### config.mk
export PLATFORM = sky130hd
export DESIGN_NAME = mfms_top
export DESIGN_NICKNAME = d
export VERILOG_FILES = /design/src/verilog/mfms_pkg.sv /design/src/verilog/mfms_fb_if.sv /design/src/verilog/mfms_feedback_path.sv /design/src/verilog/mfms_top.sv
export SDC_FILE = /design/constraint.sdc
export NUM_CORES = 1
export LEC_CHECK = 0
export BUFFER_PORTS_ARGS = -buffer_cell sky130_fd_sc_hd__buf_2
export CORE_MARGIN = 2
export CORE_UTILIZATION = 44
export CTS_BUF_LIST = sky130_fd_sc_hd__clkbuf_8
export DETAILED_ROUTE_END_ITERATION = 12
export HOLD_SLACK_MARGIN = 0.06
export PLACE_DENSITY = 0.62
export SLEW_MARGIN = 20
export SYNTH_ARGS = -nofsm -noshare
export SYNTH_HDL_FRONTEND = slang
export SYNTH_SLANG_ARGS = --single-unit
### constraint.sdc
create_clock -name i_clk -period 18.57 [get_ports i_clk]
set_input_delay 1.857 -clock i_clk [delete_from_list [all_inputs] [get_ports i_clk]]
set_output_delay 1.857 -clock i_clk [all_outputs]
set_load 0.01 [all_outputs]
### src/verilog/mfms_pkg.sv
package mfms_pkg;

	// ******************************
	// Register map (byte addresses)
	// ******************************
	localparam int MFMS_ADDR_W = 5;
	localparam logic [4:0] MFMS_REG_MODE = 5'h00;
	localparam logic [4:0] MFMS_REG_PHASE = 5'h04;
	localparam logic [4:0] MFMS_REG_FBSEL = 5'h08;
	localparam logic [4:0] MFMS_REG_ENCCFG = 5'h0C;
	localparam logic [4:0] MFMS_REG_STATUS = 5'h10;
	localparam logic [4:0] MFMS_REG_CMD = 5'h14;
	localparam logic [4:0] MFMS_REG_SPEED = 5'h18;
	localparam logic [4:0] MFMS_REG_POSITION = 5'h1C;

	// ******************************
	// Field positions
	// ******************************
	localparam int MFMS_ENC_LINES_LSB = 0;
	localparam int MFMS_ENC_TYPE_LSB = 16;
	localparam int MFMS_ENC_SWF_LSB = 20;
	localparam int MFMS_FB_ACTIVE_LSB = 4;
	localparam int MFMS_FB_PENDING_BIT = 8;
	localparam int MFMS_ST_FORCED_BIT = 0;
	localparam int MFMS_ST_NOFB_BIT = 1;
	localparam int MFMS_ST_CHECK_BIT = 2;
	localparam int MFMS_ST_TRIP_BIT = 3;
	localparam int MFMS_ST_FREQ_TRIP_BIT = 4;
	localparam int MFMS_ST_HALVED_BIT = 5;
	localparam int MFMS_ST_EFF_LSB = 8;
	localparam int MFMS_CMD_USER_DEF_BIT = 0;
	localparam int MFMS_CMD_FACTORY_BIT = 1;
	localparam int MFMS_CMD_CLR_TRIP_BIT = 2;

	// ******************************
	// Encodings
	// ******************************
	localparam logic [1:0] MFMS_SUB_FB = 2'h0;
	localparam logic [1:0] MFMS_SUB_NOFB = 2'h1;
	localparam logic [1:0] MFMS_SUB_FB_NOLIM = 2'h2;
	localparam logic [1:0] MFMS_SUB_NOFB_NOLIM = 2'h3;
	localparam logic [1:0] MFMS_SRC_DRIVE = 2'h0;
	localparam logic [1:0] MFMS_SRC_OPTION_SLOT_ONE_SOURCE = 2'h1;
	localparam logic [1:0] MFMS_SRC_OPTION_SLOT_TWO_SOURCE = 2'h2;
	localparam logic [1:0] MFMS_SRC_OPTION_SLOT_THREE_SOURCE = 2'h3;
	localparam logic [2:0] MFMS_ENC_SINE_COS_MIN = 3'h6;
	localparam logic [2:0] MFMS_SWF_6K = 3'h2;
	localparam logic [2:0] MFMS_SWF_12K = 3'h4;

	// ******************************
	// Reset and default values
	// ******************************
	localparam logic [15:0] MFMS_LINES_DEFAULT = 16'h0400;
	localparam logic [2:0] MFMS_TYPE_DEFAULT = 3'h0;
	localparam logic [2:0] MFMS_SWF_DEFAULT = 3'h2;
	localparam logic [11:0] MFMS_PHASE_FACTORY = 12'h000;
	localparam logic [11:0] MFMS_PHASE_MAX = 12'hE0F;
	localparam logic [15:0] MFMS_PHASE_SCALE = 16'h48D1;
	localparam int MFMS_PHASE_SHIFT = 10;

	// ******************************
	// Timing
	// ******************************
	localparam longint MFMS_CLK_HZ = 200000000;
	localparam longint MFMS_FAST_RATE_HZ = 12000;
	localparam longint MFMS_SLOW_RATE_HZ = 6000;
	localparam int MFMS_FAST_CYCLES = int'(MFMS_CLK_HZ / MFMS_FAST_RATE_HZ);
	localparam int MFMS_SLOW_CYCLES = int'(MFMS_CLK_HZ / MFMS_SLOW_RATE_HZ);

endpackage

### src/verilog/mfms_fb_if.sv
`timescale 1ns/1ps
interface mfms_fb_if;
	logic [1:0] source;
	logic sample_tick;
	logic [15:0] drive_pos;
	logic [15:0] option_slot_one_source_pos;
	logic [15:0] option_slot_two_source_pos;
	logic [15:0] option_slot_three_source_pos;
	logic [3:0] pole_pairs;
	logic [11:0] phase;
	logic [15:0] speed;
	logic [15:0] position;
	logic [15:0] flux;

	modport ctrl (
		output source, sample_tick, drive_pos, option_slot_one_source_pos, option_slot_two_source_pos, option_slot_three_source_pos,
		output pole_pairs, phase,
		input speed, position, flux
	);
	modport path (
		input source, sample_tick, drive_pos, option_slot_one_source_pos, option_slot_two_source_pos, option_slot_three_source_pos,
		input pole_pairs, phase,
		output speed, position, flux
	);
endinterface

### src/verilog/mfms_feedback_path.sv
`timescale 1ns/1ps
module mfms_feedback_path
	import mfms_pkg::*;
(
	// Clock and reset
	input wire logic i_clk,
	input wire logic i_rst_n,
	// Feedback channel
	mfms_fb_if.path fb
);

	// ******************************
	// Source selection
	// ******************************
	logic [15:0] prev_pos;
	logic [1:0] prev_src;
	wire logic [15:0] sel_pos;
	wire logic [15:0] delta;
	wire logic [15:0] phase16;
	wire logic [19:0] elec_pos;
	wire logic src_changed;

	function automatic logic [15:0] phase_to_turn(input logic [11:0] tenths);
		logic [27:0] prod;
		prod = 28'(tenths) * 28'(MFMS_PHASE_SCALE);
		return prod[MFMS_PHASE_SHIFT +: 16];
	endfunction

	// slot mapping
	assign sel_pos = (fb.source == MFMS_SRC_OPTION_SLOT_ONE_SOURCE) ? fb.option_slot_one_source_pos :
		(fb.source == MFMS_SRC_OPTION_SLOT_TWO_SOURCE) ? fb.option_slot_two_source_pos :
		(fb.source == MFMS_SRC_OPTION_SLOT_THREE_SOURCE) ? fb.option_slot_three_source_pos : fb.drive_pos;
	// forward is positive
	assign delta = sel_pos - prev_pos;
	assign phase16 = phase_to_turn(fb.phase);
	assign elec_pos = 20'(sel_pos) * 20'(fb.pole_pairs);
	assign src_changed = fb.source != prev_src;

	// ******************************
	// Speed and flux position
	// ******************************
	// one source feeds both
	always_ff @(posedge i_clk) begin
		if (!i_rst_n) begin
			prev_pos <= 16'h0000;
			prev_src <= MFMS_SRC_DRIVE;
			fb.speed <= 16'h0000;
			fb.position <= 16'h0000;
			fb.flux <= 16'h0000;
		end else begin
			prev_src <= fb.source;
			fb.position <= sel_pos;
			// offset applies at once
			fb.flux <= elec_pos[15:0] + phase16;
			// Re-seed on a source swap so no false speed spike appears
			if (src_changed) begin
				prev_pos <= sel_pos;
				fb.speed <= 16'h0000;
			end else if (fb.sample_tick) begin
				prev_pos <= sel_pos;
				fb.speed <= delta;
			end
		end
	end

endmodule

### src/verilog/mfms_top.sv
// Function
// Sub-mode 0 runs vector control on the chosen feedback, sub-mode 1 derives position inside.
// Sub-mode 2 uses feedback with no speed ceiling, sub-mode 3 runs without feedback or ceiling.
// In the sub-modes without a ceiling the encoder frequency limit is not checked.
// Software must move to sub-mode 3 before the encoder frequency limit is reached.
// A line count that is not a power of two with a sine-cosine encoder forces sub-mode 0.
// Without position feedback, 6 kHz and 12 kHz switching sample at 6 kHz instead of 12 kHz.
// A new phase offset takes effect at once and may be written at any time.
// A finished phasing test stores its measured angle as the phase offset.
// The phase offset resets to 0.0 and survives a user default load.
// Forward rotation shows positive speed and rising position.
// For zero offset the encoder is aligned to n times 65536 over the pole pair count.
// Source 0 is the drive encoder and sources 1 to 3 are option slots 1 to 3.
// The chosen source feeds both the speed controller and the flux position.
// Choosing a slot with no feedback module raises the missing module trip.
// A new source is applied only while the output is disabled and waits otherwise.
// The phase offset is kept in tenths of a degree and clamped to 0 to 359.9.
//
// The Avalon-MM slave port and the register offsets were chosen for this implementation.
`timescale 1ns/1ps
module mfms_top
	import mfms_pkg::*;
#(
	parameter int FAST_CYCLES = MFMS_FAST_CYCLES,
	parameter int SLOW_CYCLES = MFMS_SLOW_CYCLES
)(
	// Clock and reset
	input wire logic i_clk,
	input wire logic i_rst_n,
	// Avalon-MM slave
	input wire logic [MFMS_ADDR_W-1:0] i_address,
	input wire logic i_read,
	input wire logic i_write,
	input wire logic [31:0] i_writedata,
	input wire logic [3:0] i_byteenable,
	output logic [31:0] o_readdata,
	output logic o_waitrequest,
	// Feedback devices
	input wire logic [15:0] i_drive_pos,
	input wire logic [15:0] i_option_slot_one_source_pos,
	input wire logic [15:0] i_option_slot_two_source_pos,
	input wire logic [15:0] i_option_slot_three_source_pos,
	input wire logic [2:0] i_slot_has_feedback,
	input wire logic i_enc_freq_over,
	// Drive state
	input wire logic [3:0] i_pole_pairs,
	input wire logic i_drive_enabled,
	input wire logic i_phasing_done,
	input wire logic [11:0] i_phasing_angle,
	// Control outputs
	output logic [1:0] o_submode,
	output logic o_use_position_feedback,
	output logic o_speed_limit_check,
	output logic o_sample_tick,
	output logic o_sample_rate_halved,
	output logic [1:0] o_active_source,
	output logic o_missing_feedback_module_trip,
	output logic o_enc_freq_trip,
	// Feedback results
	output logic [15:0] o_speed,
	output logic [15:0] o_position,
	output logic [15:0] o_flux_position
);

	// Period counter is 16 bits wide and needs at least two states
	if (FAST_CYCLES < 2 || SLOW_CYCLES < FAST_CYCLES || SLOW_CYCLES > 65535) begin
		$error("mfms_top: sample period parameters out of range");
	end

	// ******************************
	// Helpers
	// ******************************
	function automatic logic is_pow2(input logic [15:0] v);
		return (v != 16'h0000) && ((v & (v - 16'h0001)) == 16'h0000);
	endfunction

	function automatic logic [31:0] be_merge(input logic [31:0] old, input logic [31:0] wd,
		input logic [3:0] be);
		logic [31:0] r;
		r = old;
		for (int i = 0; i < 4; i++) begin
			if (be[i]) begin
				r[i*8 +: 8] = wd[i*8 +: 8];
			end
		end
		return r;
	endfunction

	function automatic logic [11:0] clamp_phase(input logic [11:0] v);
		return (v > MFMS_PHASE_MAX) ? MFMS_PHASE_MAX : v;
	endfunction

	// ******************************
	// Software state
	// ******************************
	logic [1:0] submode_req;
	logic [11:0] phase_offset;
	logic [1:0] fbsel_req;
	logic [1:0] fbsel_active;
	logic [15:0] encoder_line_count;
	logic [2:0] encoder_type_select;
	logic [2:0] switching_frequency_setting;
	logic [15:0] tick_cnt;

	// ******************************
	// Bus decode
	// ******************************
	wire logic bus_req;
	wire logic wr_ok;
	wire logic aligned;
	wire logic hit_mode;
	wire logic hit_phase;
	wire logic hit_fbsel;
	wire logic hit_enccfg;
	wire logic hit_cmd;
	wire logic [31:0] cur_enccfg;
	wire logic [31:0] new_enccfg;
	wire logic [31:0] new_mode;
	wire logic [31:0] new_phase;
	wire logic [31:0] new_fbsel;
	wire logic [31:0] new_cmd;
	wire logic user_default;
	wire logic factory_default;
	wire logic clear_trip;

	assign bus_req = i_read || i_write;
	// A write lands at the one edge where waitrequest is seen low
	assign wr_ok = i_write && !o_waitrequest;
	assign aligned = i_address[1:0] == 2'h0;
	assign hit_mode = wr_ok && aligned && i_address == MFMS_REG_MODE;
	assign hit_phase = wr_ok && aligned && i_address == MFMS_REG_PHASE;
	assign hit_fbsel = wr_ok && aligned && i_address == MFMS_REG_FBSEL;
	assign hit_enccfg = wr_ok && aligned && i_address == MFMS_REG_ENCCFG;
	assign hit_cmd = wr_ok && aligned && i_address == MFMS_REG_CMD;
	assign cur_enccfg = {9'h000, switching_frequency_setting, 1'b0, encoder_type_select,
		encoder_line_count};
	assign new_enccfg = be_merge(cur_enccfg, i_writedata, i_byteenable);
	assign new_mode = be_merge({30'h0, submode_req}, i_writedata, i_byteenable);
	assign new_phase = be_merge({20'h0, phase_offset}, i_writedata, i_byteenable);
	assign new_fbsel = be_merge({30'h0, fbsel_req}, i_writedata, i_byteenable);
	assign new_cmd = be_merge(32'h0, i_writedata, i_byteenable);
	assign user_default = hit_cmd && new_cmd[MFMS_CMD_USER_DEF_BIT];
	assign factory_default = hit_cmd && new_cmd[MFMS_CMD_FACTORY_BIT];
	assign clear_trip = hit_cmd && new_cmd[MFMS_CMD_CLR_TRIP_BIT];

	// ******************************
	// Mode derivation
	// ******************************
	wire logic force_zero;
	wire logic [1:0] next_submode;
	wire logic no_feedback;
	wire logic limit_check;
	wire logic sel_is_slot;
	wire logic slot_present;
	wire logic halve_rate;
	wire logic [15:0] period;

	// sine-cosine needs a power-of-two count
	assign force_zero = !is_pow2(encoder_line_count) &&
		(encoder_type_select >= MFMS_ENC_SINE_COS_MIN);
	assign next_submode = force_zero ? MFMS_SUB_FB : submode_req;
	// feedback or internal
	assign no_feedback = (next_submode == MFMS_SUB_NOFB) ||
		(next_submode == MFMS_SUB_NOFB_NOLIM);
	// no limit check
	assign limit_check = (next_submode == MFMS_SUB_FB) || (next_submode == MFMS_SUB_NOFB);
	// halved sample rate
	assign halve_rate = no_feedback && ((switching_frequency_setting == MFMS_SWF_6K) ||
		(switching_frequency_setting == MFMS_SWF_12K));
	assign period = halve_rate ? 16'(SLOW_CYCLES) : 16'(FAST_CYCLES);
	assign sel_is_slot = fbsel_active != MFMS_SRC_DRIVE;
	assign slot_present = (fbsel_active == MFMS_SRC_OPTION_SLOT_ONE_SOURCE) ? i_slot_has_feedback[0] :
		(fbsel_active == MFMS_SRC_OPTION_SLOT_TWO_SOURCE) ? i_slot_has_feedback[1] :
		(fbsel_active == MFMS_SRC_OPTION_SLOT_THREE_SOURCE) ? i_slot_has_feedback[2] : 1'b1;

	// ******************************
	// Configuration registers
	// ******************************
	always_ff @(posedge i_clk) begin
		if (!i_rst_n || user_default || factory_default) begin
			submode_req <= MFMS_SUB_FB;
			encoder_line_count <= MFMS_LINES_DEFAULT;
			encoder_type_select <= MFMS_TYPE_DEFAULT;
			switching_frequency_setting <= MFMS_SWF_DEFAULT;
			fbsel_req <= MFMS_SRC_DRIVE;
		end else begin
			if (hit_mode) begin
				submode_req <= new_mode[1:0];
			end
			if (hit_enccfg) begin
				encoder_line_count <= new_enccfg[MFMS_ENC_LINES_LSB +: 16];
				encoder_type_select <= new_enccfg[MFMS_ENC_TYPE_LSB +: 3];
				switching_frequency_setting <= new_enccfg[MFMS_ENC_SWF_LSB +: 3];
			end
			if (hit_fbsel) begin
				fbsel_req <= new_fbsel[1:0];
			end
		end
	end

	// kept on user defaults
	always_ff @(posedge i_clk) begin
		if (!i_rst_n || factory_default) begin
			phase_offset <= MFMS_PHASE_FACTORY;
		end else if (i_phasing_done) begin
			// test result wins over a write
			phase_offset <= clamp_phase(i_phasing_angle);
		end else if (hit_phase) begin
			// any time, clamped
			phase_offset <= clamp_phase(new_phase[11:0]);
		end
	end

	// apply while disabled
	always_ff @(posedge i_clk) begin
		if (!i_rst_n) begin
			fbsel_active <= MFMS_SRC_DRIVE;
		end else if (!i_drive_enabled) begin
			fbsel_active <= fbsel_req;
		end
	end

	// ******************************
	// Sample timer
	// ******************************
	always_ff @(posedge i_clk) begin
		if (!i_rst_n) begin
			tick_cnt <= 16'h0000;
			o_sample_tick <= 1'b0;
		end else begin
			o_sample_tick <= tick_cnt >= period - 16'h0001;
			tick_cnt <= (tick_cnt >= period - 16'h0001) ? 16'h0000 : tick_cnt + 16'h0001;
		end
	end

	// ******************************
	// Mode outputs and trips
	// ******************************
	always_ff @(posedge i_clk) begin
		if (!i_rst_n) begin
			o_submode <= MFMS_SUB_FB;
			o_use_position_feedback <= 1'b1;
			o_speed_limit_check <= 1'b1;
			o_sample_rate_halved <= 1'b0;
			o_active_source <= MFMS_SRC_DRIVE;
		end else begin
			o_submode <= next_submode;
			o_use_position_feedback <= !no_feedback;
			o_speed_limit_check <= limit_check;
			o_sample_rate_halved <= halve_rate;
			o_active_source <= fbsel_active;
		end
	end

	// A fresh fault beats a clear in the same cycle
	always_ff @(posedge i_clk) begin
		if (!i_rst_n) begin
			o_missing_feedback_module_trip <= 1'b0;
			o_enc_freq_trip <= 1'b0;
		end else begin
			// empty slot trips
			if (sel_is_slot && !slot_present) begin
				o_missing_feedback_module_trip <= 1'b1;
			end else if (clear_trip) begin
				o_missing_feedback_module_trip <= 1'b0;
			end
			// frequency trip gated
			if (limit_check && i_enc_freq_over) begin
				o_enc_freq_trip <= 1'b1;
			end else if (clear_trip) begin
				o_enc_freq_trip <= 1'b0;
			end
		end
	end

	// ******************************
	// Feedback path
	// ******************************
	mfms_fb_if fb ();

	assign fb.source = fbsel_active;
	assign fb.sample_tick = o_sample_tick;
	assign fb.drive_pos = i_drive_pos;
	assign fb.option_slot_one_source_pos = i_option_slot_one_source_pos;
	assign fb.option_slot_two_source_pos = i_option_slot_two_source_pos;
	assign fb.option_slot_three_source_pos = i_option_slot_three_source_pos;
	assign fb.pole_pairs = i_pole_pairs;
	assign fb.phase = phase_offset;

	// shared source path
	mfms_feedback_path u_path (
		.i_clk(i_clk),
		.i_rst_n(i_rst_n),
		.fb(fb.path)
	);

	// Results are re-timed so every output leaves a local flop
	always_ff @(posedge i_clk) begin
		if (!i_rst_n) begin
			o_speed <= 16'h0000;
			o_position <= 16'h0000;
			o_flux_position <= 16'h0000;
		end else begin
			o_speed <= fb.speed;
			o_position <= fb.position;
			o_flux_position <= fb.flux;
		end
	end

	// ******************************
	// Read mux and handshake
	// ******************************
	logic [31:0] rd_mux;
	always_comb begin
		rd_mux = 32'h0000_0000;
		if (aligned) begin
			unique case (i_address)
				MFMS_REG_MODE: rd_mux = {30'h0, submode_req};
				MFMS_REG_PHASE: rd_mux = {20'h0, phase_offset};
				MFMS_REG_FBSEL: begin
					rd_mux[1:0] = fbsel_req;
					rd_mux[MFMS_FB_ACTIVE_LSB +: 2] = fbsel_active;
					rd_mux[MFMS_FB_PENDING_BIT] = fbsel_req != fbsel_active;
				end
				MFMS_REG_ENCCFG: rd_mux = cur_enccfg;
				MFMS_REG_STATUS: begin
					rd_mux[MFMS_ST_FORCED_BIT] = force_zero;
					rd_mux[MFMS_ST_NOFB_BIT] = no_feedback;
					rd_mux[MFMS_ST_CHECK_BIT] = limit_check;
					rd_mux[MFMS_ST_TRIP_BIT] = o_missing_feedback_module_trip;
					rd_mux[MFMS_ST_FREQ_TRIP_BIT] = o_enc_freq_trip;
					rd_mux[MFMS_ST_HALVED_BIT] = halve_rate;
					rd_mux[MFMS_ST_EFF_LSB +: 2] = next_submode;
				end
				MFMS_REG_SPEED: rd_mux = {{16{o_speed[15]}}, o_speed};
				MFMS_REG_POSITION: rd_mux = {16'h0000, o_position};
				default: rd_mux = 32'h0000_0000;
			endcase
		end
	end

	// One wait cycle per access; the second edge completes it
	always_ff @(posedge i_clk) begin
		if (!i_rst_n) begin
			o_waitrequest <= 1'b1;
			o_readdata <= 32'h0000_0000;
		end else begin
			o_waitrequest <= !(bus_req && o_waitrequest);
			if (i_read && o_waitrequest) begin
				o_readdata <= rd_mux;
			end
		end
	end

endmodule
==> metrics.csv, run 1 <==
metric,value,unit
drtPass1Iterations,5,
fin_tns_setup,0,ps
power_frac_comb,29.6,%
ir_worst_vdd,49.25,uV
cts_hold_buffers,0,
finalSetupViolations,0,
power_frac_seq,35.0,%
ios,222,
cp.arrival,7900,ps
clkPwrFrac,35.4,%
clockBufferDepth,3,
route.vias.total,10814,
gp_congestion,0.8813,
syn2layout_area_growth,16.95,%
stdcell_count,2013,
power,1.363,mW
nFillCells,2751,
ys_async_sr_fraction,0,%
fp.dieW,175.6,um
grt_overflow,0,
fin_skew,20.55,ps
crit_required,19030,ps
port_buffers,210,
synth-seq-cells,202,
synth_ff_type,dfxtp_1,
cts.htree.levels,2,
holdPathStages,1,
routedWlPerCell,17.29,um
ys_warn_count,0,
critical-path-max-stage-delay,560,ps
power_density,89.98,nW/um^2
tightest_slew,941.5,ps
dieHeight,175.6,um
min_from,u_path.fb.position[15],
syn-cell-area,12950,sq um
path_buf_inv,4,
hpwl,26380,um
grt_pass1_wl,55170,um
insertion_delay,540,ps
drive_above_1_share,19.77,%
regArea,4045,sq um
antenna_cells,0,
worst_setup_path_end_kind,register,
status,finished clean,
core_region_area,28860,sq um
ant_nets,0,
grt_max_degree,57,
clkTransAtPathRegs,60,ps
synth_cells,1405,
tritoncts,built,
grt_usage,22.47,%
nNetsFinal,1919,
dp.cells,1943,
drt_iter0_drc,747,
hold_violations,0,
grt_pass1_vias,10435,
startpoint_type,register,
critical-path-top-delay-family,adder cells,
cts_setup_buffers,0,
drc,0,
utilization,52.50,%
synthDistinctLibCells,67,
post-route-period-util,40.06,%
hold-path-endpoint,o_position[15],
maxSlewViolCount,0,
p_int,929.6,uW
num_rows,62,
fmax,134.4,MHz
cts_made_buffers,38,
slew_headroom,37.15,%
synth.net_count,1725,
synth_edf_count,0,
multiInputGateArea,8178,sq um
crit_path_max_fanout,8,
synth_seq_area_share,31.21,%
root_buffer,clkbuf_8,
initial_core_util,44.89,%
reg2reg_to,u_path.fb.flux[15],
path_common_cell,ha_1,
r2r_start,fb.phase[4],
hp-class,reg2reg,
viasPerCell,5.372,
reg2reg_setup_slack,11130,ps
cts.repair.resized,0,
fin_crit,7440,ps
crit_path_top_delay_cell,dfxtp_1,
antenna_found_initial,0,
r2r_cells,27,
clock_sinks,202,
crit_type,reg2reg,
rsz0062_at_grt,no,
syn_area_per_cell,9.221,sq um
finalWirelength,34800,um
die_area,30830,sq um
crit_path_start,fb.phase[4],
switchingPower,433.7,uW
cellLeakagePower,7.378,nW
maxCapViolations,0,
p_sw_share,31.81,%
==> per-layer routing <==
layer	part of all wire, %	track usage (%)	vias to the layer above
met5	0	0	-
met4	2.4	6.680	0
met3	6.1	3.636	59
met2	47	37.04	324
met1	45	30.43	5191
li1	-	-	5240
==> power by group through the flow <==
stage          Clock, mW  Combinational [mW]  Sequential [mW]
3_3_place_gp           0               0.396            0.486
4_1_cts            0.492               0.407            0.478
6_report           0.483               0.403            0.477
2_1_floorplan          0               0.302            0.486
3_5_place_dp           0               0.405            0.487
5_1_grt            0.513               0.463            0.479
==> cell usage after synthesis (19+ instances only) <==
library cell / count / share of area [%]
nand3_1: 42 / 1.6
ha_1: 125 / 12
and2_1: 91 / 4.4
inv_1: 119 / 3.4
xnor2_1: 39 / 2.6
xor2_1: 19 / 1.3
clkbuf_1: 47 / 1.4
a21oi_1: 89 / 3.4
nor2_1: 90 / 2.6
dfxtp_1: 202 / 31
o21ai_0: 29 / 1.1
fa_1: 64 / 9.9
mux2i_1: 52 / 4.0
nand2_1: 123 / 3.6
a22oi_1: 25 / 1.4
nor3_1: 29 / 1.1
==> flip-flops by register name (all words and copies together) (netlist names), 12 cells and up <==
signal and cells:
o_flux_position 16, encoder_line_count 16, u_path.fb.speed 16, tick_cnt 16, o_speed 16, o_readdata 23
u_path.fb.flux 16, u_path.prev_pos 16, o_position 16, fb.phase 12, u_path.fb.position 16
==> cell type report <==
type	count	share of cell area, %
clock buffers	51	4.633
inverters	120	2.973
flip-flops and latches	202	26.70
well taps	384	3.171
multi-input cells	1017	53.98
clock inverters	19	1.115
repair buffers	220	7.432
==> per-stage QoR <==
step	hold WS (ps)	setup WS, ps	instance area, sq um
after floorplan	411.9	12060	12950
after global placement	415.0	11250	14280
after detailed placement	418.4	11180	14280
after CTS	428.5	11170	15150
after global routing	436.1	10710	15150
final	426.7	11130	15150
==> layout by cell type, fill, tap and decap left out, types with 4 or more instances in the layout <==
| master | n |
|---|---|
| xnor2_1 | 39 |
| nand3b_1 | 5 |
| mux2_2 | 6 |
| or4_1 | 4 |
| a211oi_1 | 6 |
| a22oi_1 | 25 |
| a21oi_1 | 89 |
| nand2b_1 | 7 |
| a221oi_1 | 11 |
| a22o_1 | 4 |
| fa_1 | 64 |
| and3_1 | 12 |
| mux4_2 | 17 |
| nor4_1 | 5 |
| dfxtp_1 | 201 |
| or2_2 | 6 |
| a21o_1 | 11 |
| ha_1 | 125 |
| buf_4 | 10 |
| o41ai_1 | 5 |
| o211ai_1 | 6 |
| nand4_1 | 9 |
| xor2_1 | 19 |
| o21a_1 | 5 |
| nor3_1 | 28 |
| buf_2 | 210 |
| a31oi_1 | 11 |
| clkinv_2 | 4 |
| nor2b_1 | 10 |
| nand2_1 | 123 |
| nand3_1 | 42 |
| mux2i_1 | 52 |
| or3_1 | 13 |
| inv_1 | 128 |
| nor2_1 | 90 |
| o21ai_0 | 29 |
| clkbuf_8 | 51 |
| and2_1 | 91 |
==> kinds of logic after synthesis <==
logic type	after synthesis	synth area share (%)
buffers and inverters	186	5.698
adders and majority gates	190	22.04
DFF	202	31.22
xor gates and xnor gates	58	3.921
muxes	75	7.495
AOI/OAI and AO/OA	238	12.12
and+or+nand+nor	456	17.51
==> worst max path at each step <==
stage | endpoint | slack [ps] | cells past startpoint
finish | u_path.fb.flux[15] | 11130 | 27
global route | u_path.fb.flux[15] | 10710 | 27
CTS | u_path.fb.flux[15] | 11170 | 27
detailed placement | u_path.fb.flux[15] | 11180 | 27
global placement | u_path.fb.flux[15] | 11250 | 27
floorplan | u_path.fb.flux[15] | 12060 | 27
No activity file was read; power rests on OpenSTA's default activity.
==> inputs of run 2 (changes only) <==
--- a/config.mk
+++ b/config.mk
@@ -11,7 +11,7 @@
 export CTS_BUF_LIST = sky130_fd_sc_hd__clkbuf_8
 export DETAILED_ROUTE_END_ITERATION = 12
 export HOLD_SLACK_MARGIN = 0.06
-export PLACE_DENSITY = 0.62
+export PLACE_DENSITY = 0.65
 export SLEW_MARGIN = 20
 export SYNTH_ARGS = -nofsm -noshare
 export SYNTH_HDL_FRONTEND = slang
==> constraint.sdc (replaced) <==
create_clock -name i_clk -period 6.79 [get_ports i_clk]
set_input_delay 0.679 -clock i_clk [delete_from_list [all_inputs] [get_ports i_clk]]
set_output_delay 0.679 -clock i_clk [all_outputs]
set_load 0.01 [all_outputs]
==> run 2 against run 1 <==
Compared with the run above: design area barely moved; critical endpoint unchanged; sequential cell count unchanged; utilization barely moved; largest cell class unchanged; wire length shrank 0.20%; clock-buffer cell count fell by 8; sequential share of layout area hardly changed; clock power up 130%; register-to-register slack got worse by 11000 ps; total power rose to 2.6 times the previous value; setup slack worse by 11000 ps.
==> metrics.csv, run 2 (synthesis results as in run 1) <==
metric,value,unit
status,finished clean,
root_buffer,clkbuf_8,
utilization,52.49,%
grt_overflow,0,
hp-class,in2reg,
placed_cell_area,14390,sq um
design_area,15150,sq um
route.vias.total,10847,
core_region_area,28860,sq um
fin_skew,25.21,ps
cts_made_buffers,37,
cts.htree.levels,2,
final_common_cell,buf_2,
dp.cells,1957,
power_density,235.3,nW/um^2
drt_iter0_drc,845,
worst_setup_path_end_kind,register,
clkTransAtPathRegs,60,ps
crit_type,reg2reg,
ant_nets,0,
nNetsFinal,1933,
port_buffers,210,
regArea,4046,sq um
gp_congestion,0.8853,
ir_worst_vdd,109.9,uV
stdcell_count,2022,
grt_max_degree,81,
maxCapViolations,0,
min_from,i_writedata[13],
ios,222,
largest_reg_flops,23,
viasPerCell,5.364,
num_rows,62,
holdWs,372.4,ps
die_area,30830,sq um
drtPass1Iterations,5,
drive_above_1_share,20.40,%
r2r_cells,27,
cellLeakagePower,7.400,nW
fmax,155.2,MHz
reg2reg_to,u_path.fb.flux[15],
slew_headroom,31.24,%
layout_common_cells,"buf_2 (210), dfxtp_1 (200), inv_1 (131)",
clock_sinks,202,
reg2reg_setup_slack,350,ps
initial_core_util,44.89,%
fin_tns_setup,0,ps
insertion_delay,540,ps
post-route-period-util,94.89,%
hpwl,26700,um
nFillCells,2793,
antenna_found_initial,1,
hold-path-endpoint,encoder_line_count[13],
fin_crit,6443,ps
r2r_start,fb.phase[4],
crit_path_max_fanout,4,
finalWirelength,34730,um
grt_pass1_wl,54820,um
grt_pass1_vias,10352,
tritoncts,built,
clockBufferDepth,3,
multiInputGateArea,8218,sq um
crit_required,7250,ps
finalSetupViolations,0,
holdPathStages,3,
tightest_slew,1030,ps
startpoint_type,register,
cts_hold_buffers,0,
maxSlewViolCount,0,
fp.dieW,175.6,um
dieHeight,175.6,um
grt_usage,22.30,%
regMostFlops,o_readdata,
drc,0,
cp.arrival,6910,ps
hold_violations,0,
routedWlPerCell,17.18,um
syn2layout_area_growth,16.93,%
==> run 2: changes by cell type in the layout (fill, tap and decap cells not counted), moves of 2 or more <==
cell,before,now
buf_4,10,25
clkbuf_8,51,43
inv_1,128,131
bufinv_16,3,1
==> run 2: worst max-delay path, stage by stage (launching register included) <==
cell	delay, ps
dfxtp_2	340
inv_1	50
ha_1	270
inv_1	40
ha_1	260
inv_1	40
fa_1	480
inv_1	60
fa_1	470
ha_1	340
ha_4	270
and2_1	160
a221oi_2	270
a2bb2oi_1	180
o211ai_1	130
o41a_1	470
a21o_1	230
a21oi_1	180
xnor2_1	200
fa_1	470
ha_1	330
and3_1	200
a21oi_2	140
nand3_2	120
a41oi_2	210
xnor2_1	110
or2_2	270
mux2i_1	120
==> run 2: power breakdown <==
part,total [mW],switching [mW],leakage [nW],internal [mW]
clock,1.12,0.507,0.417,0.616
sequential,1.29,0.0264,1.65,1.27
combinational,1.15,0.640,5.34,0.507
total,3.56,1.17,7.40,2.39
==> run 2: worst max path at each step <==
stage | from | endpoint
global route | fb.phase[4] | u_path.fb.flux[15]
CTS | fb.phase[4] | u_path.fb.flux[15]
finish | fb.phase[4] | u_path.fb.flux[15]
floorplan | fb.phase[4] | u_path.fb.flux[15]
detailed placement | fb.phase[4] | u_path.fb.flux[15]
global placement | fb.phase[4] | u_path.fb.flux[15]
==> run 2: cell type report <==
class | instances | share of cell area (%)
multi-input cells | 1017 | 54.25
repair buffers | 235 | 8.177
inverters | 120 | 2.973
clock buffers | 43 | 3.907
well taps | 384 | 3.172
flip-flops and latches | 202 | 26.71
diodes | 1 | 0.01652
clock inverters | 20 | 0.7929
==> run 2: through the flow <==
stage / total power, mW / setup WS [ps]
2_1_floorplan: 2.156 / 280.0
3_3_place_gp: 2.426 / 121.7
3_5_place_dp: 2.450 / 47.63
4_1_cts: 3.584 / 13.62
5_1_grt: 3.815 / -19.98
6_report: 3.565 / 346.9
==> run 2: repair_timing <==
item	in CTS	in global routing
endpoints found under the setup margin	0	4
gates resized for setup	0	7
setup buffers	0	1
==> run 2: per-layer routing <==
metal  track usage (%)  vias up  part of all wire (%)
li1                  -     5260                     -
met1             31.07     5153                    46
met2             35.52      378                    45
met3             3.615       56                   6.4
met4             7.025        0                   2.6
met5                 0        -                     0
==> inputs of run 3 (changes only) <==
--- a/config.mk
+++ b/config.mk
@@ -7,11 +7,12 @@
 export LEC_CHECK = 0
 export BUFFER_PORTS_ARGS = -buffer_cell sky130_fd_sc_hd__buf_2
 export CORE_MARGIN = 2
-export CORE_UTILIZATION = 44
+export CORE_UTILIZATION = 53
 export CTS_BUF_LIST = sky130_fd_sc_hd__clkbuf_8
+export CTS_CLUSTER_DIAMETER = 80
 export DETAILED_ROUTE_END_ITERATION = 12
 export HOLD_SLACK_MARGIN = 0.06
-export PLACE_DENSITY = 0.65
+export PLACE_DENSITY = 0.85
 export SLEW_MARGIN = 20
 export SYNTH_ARGS = -nofsm -noshare
 export SYNTH_HDL_FRONTEND = slang
==> run 3 against run 2 <==
Compared with the run above: fmax fell by 2.8%; sequential power hardly changed; wire length is 1.9% higher; sequential cell count did not move; critical path depth shrank 1; register-to-register slack worse by 190 ps; final cell count down 3.4%; critical path type unchanged; largest power group unchanged; highest routed layer is now met5.
==> metrics.csv, run 3 (synthesis results as in run 1) <==
metric,value,unit
viasPerCell,5.729,
crit_type,reg2reg,
dieHeight,160.3,um
grt_pass1_vias,11115,
hold_violations,0,
hpwl,26420,um
num_rows,57,
nNetsFinal,1930,
reg2reg_setup_slack,160,ps
regArea,4045,sq um
cts_made_buffers,34,
crit_path_top_delay_cell,fa_1,
initial_core_util,53.58,%
fin_skew,29.39,ps
grt_max_degree,50,
nFillCells,1881,
startpoint_type,register,
tightest_slew,919.2,ps
fin_crit,6629,ps
final_common_cell,buf_2,
grt_usage,26.74,%
syn2layout_area_growth,16.29,%
tritoncts,built,
cts.htree.levels,2,
path_buf_inv,4,
crit_path_max_fanout,4,
core_region_area,24180,sq um
slew_headroom,38.50,%
layout_common_cells,"buf_2 (210), dfxtp_1 (201), inv_1 (126)",
finalSetupViolations,0,
maxCapViolations,0,
route.vias.total,11195,
cts_hold_buffers,0,
drt_iter0_drc,977,
maxSlewViolCount,0,
gp_congestion,0.9566,
finalWirelength,35400,um
status,finished clean,
root_buffer,clkbuf_8,
critical-path-max-stage-delay,490,ps
multiInputGateArea,8292,sq um
ant_nets,0,
hp-class,in2reg,
routedWlPerCell,18.12,um
largest_reg_flops,23,
holdWs,391.1,ps
antenna_found_initial,2,
fp.dieW,160.3,um
die_area,25710,sq um
critical-path-top-delay-family,adder cells,
ios,222,
crit_required,7230,ps
ir_worst_vdd,140.1,uV
grt_pass1_wl,55940,um
regMostFlops,o_readdata,
drive_above_1_share,20.86,%
clockBufferDepth,3,
insertion_delay,530,ps
clkTransAtPathRegs,60,ps
port_buffers,210,
clock_sinks,202,
worst_setup_path_end_kind,register,
cellLeakagePower,7.356,nW
drc,0,
antenna_cells,0,
path_common_cell,inv_1,
post-route-period-util,97.62,%
cp.arrival,7070,ps
grt_overflow,0,
drtPass1Iterations,5,
fmax,150.9,MHz
utilization,62.31,%
power_density,234.3,nW/um^2
==> run 3: where the power goes <==
part	leakage [nW]	internal (mW)	total, mW	switching, mW
clock	0.359	0.539	1.03	0.492
combinational	5.35	0.534	1.21	0.672
sequential	1.65	1.27	1.29	0.0273
==> run 3: layer usage <==
| layer | track usage (%) | routed length (um) |
|---|---|---|
| met1 | 33.88 | 14300 |
| met2 | 45.71 | 17020 |
| met5 | 0 | 13 |
| met3 | 4.416 | 2764 |
| met4 | 10.81 | 1307 |
==> run 3: cell type report <==
type	count	share of cell area, %
multi-input combinational	1017	55.04
sequential	202	26.85
timing repair buffer	235	8.222
clock buffer	40	3.654
inverter	120	2.990
tap	324	2.691
clock inverter	16	0.5564
==> run 3: what timing repair did <==
action                                  4_1_cts  5_1_grt
pin swaps                                     0       10
gates resized for setup                       1       14
buffers inserted                              0        2
endpoints found under the setup margin        1        2
==> run 3: tightest hold or removal path: cells and delay by family <==
kind                   cells  cell delay (ps)
AND/OR/NAND/NOR            1               70
buffers and inverters      1               70
multiplexers               1               60
==> run 3: path summary, 6_finish.rpt <==
check | endpoint | start | cells after the start
hold / removal | encoder_line_count[14] | i_writedata[14] | 3
hold reg to reg | o_position[9] | u_path.fb.position[9] | 1
setup / recovery | u_path.fb.flux[15] | fb.phase[4] | 26
setup reg to reg | u_path.fb.flux[15] | fb.phase[4] | 26
==> run 3: through the flow <==
stage                     total power, mW  cells  TNS [ps]  setup slack, ps  area [sq um]
final                               3.531   1954         0            161.3         15070
after floorplan                     2.156   1405         0            280.0         12950
after detailed placement            2.446   1896    -25.93           -25.93         14300
after global routing                3.732   1954    -58.84           -58.84         15070
after global placement              2.402   1896         0            163.8         14300
after CTS                           3.478   1952         0            13.39         14940
